<file path="config.mk">
export PLATFORM = sky130hd
export DESIGN_NAME = esm_status
export DESIGN_NICKNAME = d
export VERILOG_FILES = /design/src/hdl/esm_pkg.sv /design/src/hdl/esm_level_gate.sv /design/src/hdl/esm_status.sv
export SDC_FILE = /design/constraint.sdc
export NUM_CORES = 1
export LEC_CHECK = 0
export BUFFER_PORTS_ARGS = -buffer_cell sky130_fd_sc_hd__buf_2
export CORE_MARGIN = 1
export CORE_UTILIZATION = 44
export DETAILED_ROUTE_END_ITERATION = 7
export HOLD_SLACK_MARGIN = 0.03
export PLACE_DENSITY_LB_ADDON = 0.3
export SLEW_MARGIN = 40
export SYNTH_ARGS = -nofsm -noshare
export SYNTH_HDL_FRONTEND = slang
export SYNTH_SLANG_ARGS = --single-unit
</file>
<file path="constraint.sdc">
create_clock -name mclk_in -period 4.4 [get_ports mclk_in]
set_input_delay 0.44 -clock mclk_in [delete_from_list [all_inputs] [get_ports mclk_in]]
set_output_delay 0.44 -clock mclk_in [all_outputs]
set_load 0.1 [all_outputs]
</file>
<file path="src/hdl/esm_pkg.sv">
`default_nettype none
package esm_pkg;
    // Field width, set count, masks and reset values of the status word.
    localparam int FIELD_W = 6;
    localparam int RS_SETS = 4;
    localparam logic [5:0] RS_MASK = 6'h03;
    localparam logic [5:0] NORMAL_RS = 6'h00;
    localparam logic [5:0] RESET_RS = 6'h00;
    localparam logic [5:0] RESET_IL = 6'h00;
    localparam logic RESET_IH = 1'b0;
    localparam logic RESET_EH = 1'b0;
    localparam logic FLAG_SET = 1'b1;

    typedef struct packed {
        logic [5:0] previous_register_set;
        logic [5:0] current_register_set;
        logic [5:0] il;
        logic ih;
        logic eh;
    } esm_status_t;

    typedef struct packed {
        logic valid;
        logic nmi;
        logic [5:0] level;
        logic [5:0] rs;
    } esm_irq_req_t;

    typedef enum logic [1:0] {
        ESM_EV_NONE,
        ESM_EV_SW,
        ESM_EV_EXC,
        ESM_EV_IRQ
    } esm_event_t;
endpackage
`default_nettype wire

</file>
<file path="src/hdl/esm_level_gate.sv">
`default_nettype none
module esm_level_gate (
    input wire logic valid_in,
    input wire logic nmi_in,
    input wire logic [5:0] level_in,
    input wire logic [5:0] threshold_in,
    output logic accept_out
);
    wire above;

    // Strictly greater: a request equal to the threshold is held off.
    assign above = level_in > threshold_in; // RQ6
    assign accept_out = valid_in & (nmi_in | above); // RQ6
endmodule // esm_level_gate
`default_nettype wire

</file>
<file path="src/hdl/esm_status.sv">
// Operation
// RQ1: A read-only current register set field exists and clears to zero.
// RQ2: Current register set zero selects the normal register set.
// RQ3: Current register set one and above selects a shadow register set.
// RQ4: A noninterrupt exception forces the current register set to zero. An interrupt taken in the same cycle wins instead and loads its own set.
// RQ5: Set fields carry only the configured bits; upper bits read as zero.
// RQ6: A maskable interrupt is taken only when its level exceeds threshold.
// RQ7: Taking an interrupt from the controller sets the interrupt flag.
// RQ8: Any exception, breaks included, sets the exception handler flag.
// RQ9: On an exception the current set is copied to the previous set.
// RQ10: Unimplemented bits read as zero and act as zero.
// RQ11: Flags and threshold update on the clock edge of the commit.
`default_nettype none
module esm_status (
    input wire logic mclk_in,
    input wire logic rst_in,
    input wire logic sw_wr_in,
    input wire esm_pkg::esm_status_t sw_data_in,
    input wire logic exc_take_in,
    input wire esm_pkg::esm_irq_req_t irq_req_in,
    input wire logic irq_take_in,
    output logic irq_accept_out,
    output esm_pkg::esm_status_t status_out,
    output logic [esm_pkg::RS_SETS-1:0] rs_select_out,
    output logic shadow_active_out
);
    localparam int RS_BITS = $clog2(esm_pkg::RS_SETS);

    esm_pkg::esm_status_t status;
    esm_pkg::esm_status_t next_status;
    esm_pkg::esm_event_t ev;
    logic [RS_BITS-1:0] previous_register_set;
    logic [RS_BITS-1:0] current_register_set;
    logic [5:0] il;
    logic ih;
    logic eh;
    logic [esm_pkg::RS_SETS-1:0] rs_select;
    logic shadow_active;
    wire [5:0] prs_view;
    wire [5:0] crs_view;
    wire [esm_pkg::RS_SETS-1:0] next_rs_select;
    wire next_shadow;
    wire irq_commit;
    wire exc_commit;
    wire sw_commit;
    wire [5:0] irq_rs;
    wire [5:0] sw_prs;

    esm_level_gate u_gate (
        .valid_in(irq_req_in.valid),
        .nmi_in(irq_req_in.nmi),
        .level_in(irq_req_in.level),
        .threshold_in(status.il),
        .accept_out(irq_accept_out)
    );

    // An interrupt commit is only honoured for a request the gate passed.
    assign irq_commit = irq_take_in & irq_accept_out; // RQ6
    // Hardware events win over a software write in the same cycle so that
    // no exception entry is lost to a racing control-register write.
    assign exc_commit = exc_take_in & ~irq_commit; // RQ4 RQ8
    assign sw_commit = sw_wr_in & ~irq_commit & ~exc_take_in; // RQ1
    assign irq_rs = irq_req_in.rs & esm_pkg::RS_MASK; // RQ5 RQ10
    assign sw_prs = sw_data_in.previous_register_set & esm_pkg::RS_MASK; // RQ5 RQ10

    assign ev = irq_commit ? esm_pkg::ESM_EV_IRQ :
                exc_commit ? esm_pkg::ESM_EV_EXC :
                sw_commit ? esm_pkg::ESM_EV_SW : esm_pkg::ESM_EV_NONE;

    always_comb
    begin
        next_status = status;
        case (ev)
            esm_pkg::ESM_EV_IRQ:
            begin
                next_status.previous_register_set = status.current_register_set; // RQ9
                next_status.current_register_set = irq_rs; // RQ3
                next_status.il = irq_req_in.level; // RQ11
                next_status.ih = esm_pkg::FLAG_SET; // RQ7
                next_status.eh = esm_pkg::FLAG_SET; // RQ8
            end
            esm_pkg::ESM_EV_EXC:
            begin
                next_status.previous_register_set = status.current_register_set; // RQ9
                next_status.current_register_set = esm_pkg::NORMAL_RS; // RQ4
                next_status.eh = esm_pkg::FLAG_SET; // RQ8
            end
            esm_pkg::ESM_EV_SW:
            begin
                // The current set is never written by software.
                next_status.previous_register_set = sw_prs; // RQ1
                next_status.il = sw_data_in.il; // RQ6
                next_status.ih = sw_data_in.ih; // RQ7
                next_status.eh = sw_data_in.eh; // RQ8
            end
            default:
            begin
                next_status = status;
            end
        endcase
    end

    // Each field keeps its own register so reset and update read per field.
    always_ff @(posedge mclk_in)
    begin
        if (rst_in)
        begin
            previous_register_set <= esm_pkg::RESET_RS[RS_BITS-1:0];
        end
        else
        begin
            previous_register_set <= next_status.previous_register_set[RS_BITS-1:0]; // RQ9 RQ11
        end
    end

    always_ff @(posedge mclk_in)
    begin
        if (rst_in)
        begin
            current_register_set <= esm_pkg::RESET_RS[RS_BITS-1:0]; // RQ1
        end
        else
        begin
            current_register_set <= next_status.current_register_set[RS_BITS-1:0]; // RQ4 RQ11
        end
    end

    always_ff @(posedge mclk_in)
    begin
        if (rst_in)
        begin
            il <= esm_pkg::RESET_IL;
        end
        else
        begin
            il <= next_status.il; // RQ6 RQ11
        end
    end

    always_ff @(posedge mclk_in)
    begin
        if (rst_in)
        begin
            ih <= esm_pkg::RESET_IH;
        end
        else
        begin
            ih <= next_status.ih; // RQ7 RQ11
        end
    end

    always_ff @(posedge mclk_in)
    begin
        if (rst_in)
        begin
            eh <= esm_pkg::RESET_EH;
        end
        else
        begin
            eh <= next_status.eh; // RQ8 RQ11
        end
    end

    // Bits beyond the configured sets have no flip-flop behind them, so
    // neither a write nor an event can make them read back as nonzero.
    genvar b;
    generate
        for (b = 0; b < esm_pkg::FIELD_W; b = b + 1)
        begin : g_bit
            if (b < RS_BITS)
            begin : g_used
                assign crs_view[b] = current_register_set[b];
                assign prs_view[b] = previous_register_set[b];
            end
            else
            begin : g_zero
                assign crs_view[b] = 1'b0; // RQ5 RQ10
                assign prs_view[b] = 1'b0; // RQ5 RQ10
            end
        end
    endgenerate

    assign status = {prs_view, crs_view, il, ih, eh}; // RQ5 RQ10

    // One select line per register set, set zero being the normal file.
    genvar g;
    generate
        for (g = 0; g < esm_pkg::RS_SETS; g = g + 1)
        begin : g_sel
            assign next_rs_select[g] = next_status.current_register_set == 6'(g); // RQ2 RQ3
        end
    endgenerate
    assign next_shadow = ~next_rs_select[0]; // RQ3

    always_ff @(posedge mclk_in)
    begin
        if (rst_in)
        begin
            rs_select <= {{(esm_pkg::RS_SETS-1){1'b0}}, 1'b1}; // RQ1 RQ2
        end
        else
        begin
            rs_select <= next_rs_select; // RQ2 RQ3
        end
    end

    // Kept as a flop of its own so the output carries no gate after it.
    always_ff @(posedge mclk_in)
    begin
        if (rst_in)
        begin
            shadow_active <= 1'b0;
        end
        else
        begin
            shadow_active <= next_shadow; // RQ3
        end
    end

    assign status_out = status;
    assign rs_select_out = rs_select;
    assign shadow_active_out = shadow_active;
endmodule // esm_status
`default_nettype wire

</file>
==> flow_metrics.env <==
export IMPL_tritoncts_num_buffers=3
export IMPL_die_span_in_y_um=49.0
export IMPL_outcome="completed"
export IMPL_hpwl_um=1570
export IMPL_core_area_mm2=0.00202
export IMPL_wl_met1_um=896
export IMPL_leading_cell_types_by_total_area_after_synthesis="dfxtp_1 (35%), buf_4 (8.5%), a21oi_1 (8.2%)"
export IMPL_clk_pin_slew_ps=110
export IMPL_final_max_slew_viol_count=0
export IMPL_vias_per_cell=5.03
export IMPL_cts_tree="yes"
export IMPL_vdd_ir_drop_max_mv=0.198
export IMPL_timing_setup_critical_path_class="flop to output port"
export IMPL_placement_row_count=16
export IMPL_period_needed_ps=2440
export IMPL_period_share_pct=55.4
export IMPL_ctsHtreeMaxLevel=1
export IMPL_detailed_routed_wire_length_on_met2_um=970
export IMPL_globalplace_congestion=0.810
export IMPL_synth_top_area_share_pct=35.0
export IMPL_worst_r2r_path_depth=8
export IMPL_gate_count_post_synth=116
export IMPL_synthesis_area_per_instance_um2=8.38
export IMPL_timing_setup_tns_ps=0
export IMPL_worst_slew_margin_rel_pct=64.0
export IMPL_detail_route_first_pass_iterations=4
export IMPL_reg2reg_slack_ps=2230
export IMPL_fp_dieW_um=49.0
export IMPL_class_of_the_worst_hold_path="input port to flop"
export IMPL_preCtsSetupSlack_ps=2050
export IMPL_post_cts_resized=0
export IMPL_route_antenna_remaining_nets=0
export IMPL_rr_endpoint="rs_select_out[0]"
export IMPL_postRouteWirelength_um=2050
export IMPL_final_worst_path_setup_slack_ps=1960
export IMPL_seq_area_frac_synth_pct=35.0
export IMPL_port_buffer_count=42
export IMPL_synth_area_um2=972
export IMPL_clockRootBuffer="clkbuf_4"
export IMPL_power_density_mw_per_mm2=381
export IMPL_capturing_element_type_of_the_critical_path="output port"
export IMPL_cts_hold_buffers_added=0
export IMPL_power_static_leakage_uw=0.000566
export IMPL_grt_setup_unrepaired="no"
export IMPL_number_of_hold_violations_in_the_final_report=0
export IMPL_post_route_drc_count=0
export IMPL_first_global_vias=815
export IMPL_layout_core_utilization_pct=58.1
export IMPL_max_cap_violations=0
export IMPL_layout_common_cells="buf_2 (42), dfxtp_1 (17), a21oi_1 (16)"
export IMPL_gr_util_all_layers_pct=19.2
export IMPL_yosysWarningCount=0
export IMPL_drive_gt1_share_pct=32.9
export IMPL_io_pins=65
export IMPL_worst_slew_pin_slew_ps=537
export IMPL_cp_data_required_time_ps=3960
export IMPL_initial_utilization_pct=48.1
export IMPL_die_area_mm2=0.00240
export IMPL_setup_worst_path_end="irq_accept_out"
export IMPL_hold_path_depth=3
export IMPL_finish_net_count=201
export IMPL_drt_iter0_drc=17
export IMPL_routedWlPerCell_um=11.2
export IMPL_fmaxAchievable_mhz=410
export IMPL_clk_latency_ps=290
export IMPL_critPathLaunchType="flop"
export IMPL_setup_viol=0
export IMPL_worst_path_max_fanout=3
export IMPL_finalClockSkew_ps=8.55
export IMPL_antenna_cells_inserted=0
export IMPL_routed_wl_met3_um=151
export IMPL_via_count=915
export IMPL_synth_seq_cells=17
export IMPL_globalRouteOverflowTotal=0
export IMPL_synthDominantAreaCellType="dfxtp_1"
export IMPL_grt_max_degree=19
export IMPL_cts_sinks=17
export IMPL_clockBufferDepth=2
export IMPL_postCtsSetupBuffers=0
export IMPL_layout_commonest_cell="buf_2"
export IMPL_setup_worst_path_start="il[5]"
export IMPL_rr_startpoint="il[5]"
export IMPL_grt_first_pass_wirelength_um=3570
export IMPL_yosys_cell_types_count=29
export IMPL_crit_arrival_ps=2000
export IMPL_initial_antenna_violation_count=0
export IMPL_synth_to_layout_area_growth_pct=20.8
export IMPL_top_layer="met4"
worst min path at each step:
stage | start | to | slack (ps)
finish | irq_req_in[1] | current_register_set[1] | 410
global route | irq_req_in[1] | current_register_set[1] | 440
CTS | irq_req_in[1] | current_register_set[1] | 420
detailed placement | ih | ih | 540
global placement | ih | ih | 530
floorplan | eh | eh | 510
registers in the layout, indices dropped and copies added, names as in the netlist:
name                   cells
il                         6
rs_select_out              4
current_register_set       2
previous_register_set      2
eh                         1
ih                         1
shadow_active_out          1
per-layer routing:
metal / vias to the layer above / track usage, %
met1: 410 / 22.6
li1: 464 / -
met4: 0 / 7.35
met2: 37 / 34.0
met5: - / 0
met3: 4 / 3.74
through the flow:
| stage | cells | instance area [µm²] | hold WS (ps) | power [µW] |
|---|---|---|---|---|
| after floorplan | 123 | 998 | 515 | 339 |
| after global placement | 178 | 1140 | 526 | 360 |
| after detailed placement | 178 | 1140 | 539 | 363 |
| after CTS | 182 | 1170 | 419 | 449 |
| after global routing | 182 | 1170 | 437 | 467 |
| final | 182 | 1170 | 414 | 447 |
critical path, cell delays in order, from the launching register on:
cell and delay [ps]:
dfxtp_1 350, inv_1 60, ha_1 310, nand4_1 130, a21oi_1 260, o31a_2 190
buf_2 410
final cells by class:
type                       count  area [µm²]
inverter                      10        37.5
tap                           27        33.8
sequential                    17         340
timing repair buffer          43         218
clock buffer                   3        22.5
multi-input combinational     81         518
fill                         195         847
clock inverter                 1        5.00
cell usage after synthesis, drive strengths merged:
master  instances
a211oi          8
a21oi          16
buf            13
clkbuf          2
conb            1
dfxtp          17
ha              6
inv            10
mux2i           5
nand2           4
nand2b          1
nand3           3
nand3b          2
nand4           2
nand4b          1
nor2           13
nor2b           1
nor3            2
o21a            1
o21bai          1
o311a           1
o311ai          1
o31a            2
o31ai           1
or3             1
or4             1
logic make-up after synthesis:
family          after synthesis  synth area share [%]
compound gates               31                  21.5
fa+ha+maj                     6                  7.72
buf+inv                      25                  14.7
flops                        17                  35.0
mux                           5                  5.15
other cells                   1                 0.386
simple gates                 31                  15.6
power breakdown:
group	leakage [µW]	internal (µW)	total, µW	switching, µW
sequential	0.000140	164	170	5.46
combinational	0.000409	37.1	190	153
clock	0.0000177	33.8	87.5	53.7
(Power assumes the default switching activity.)
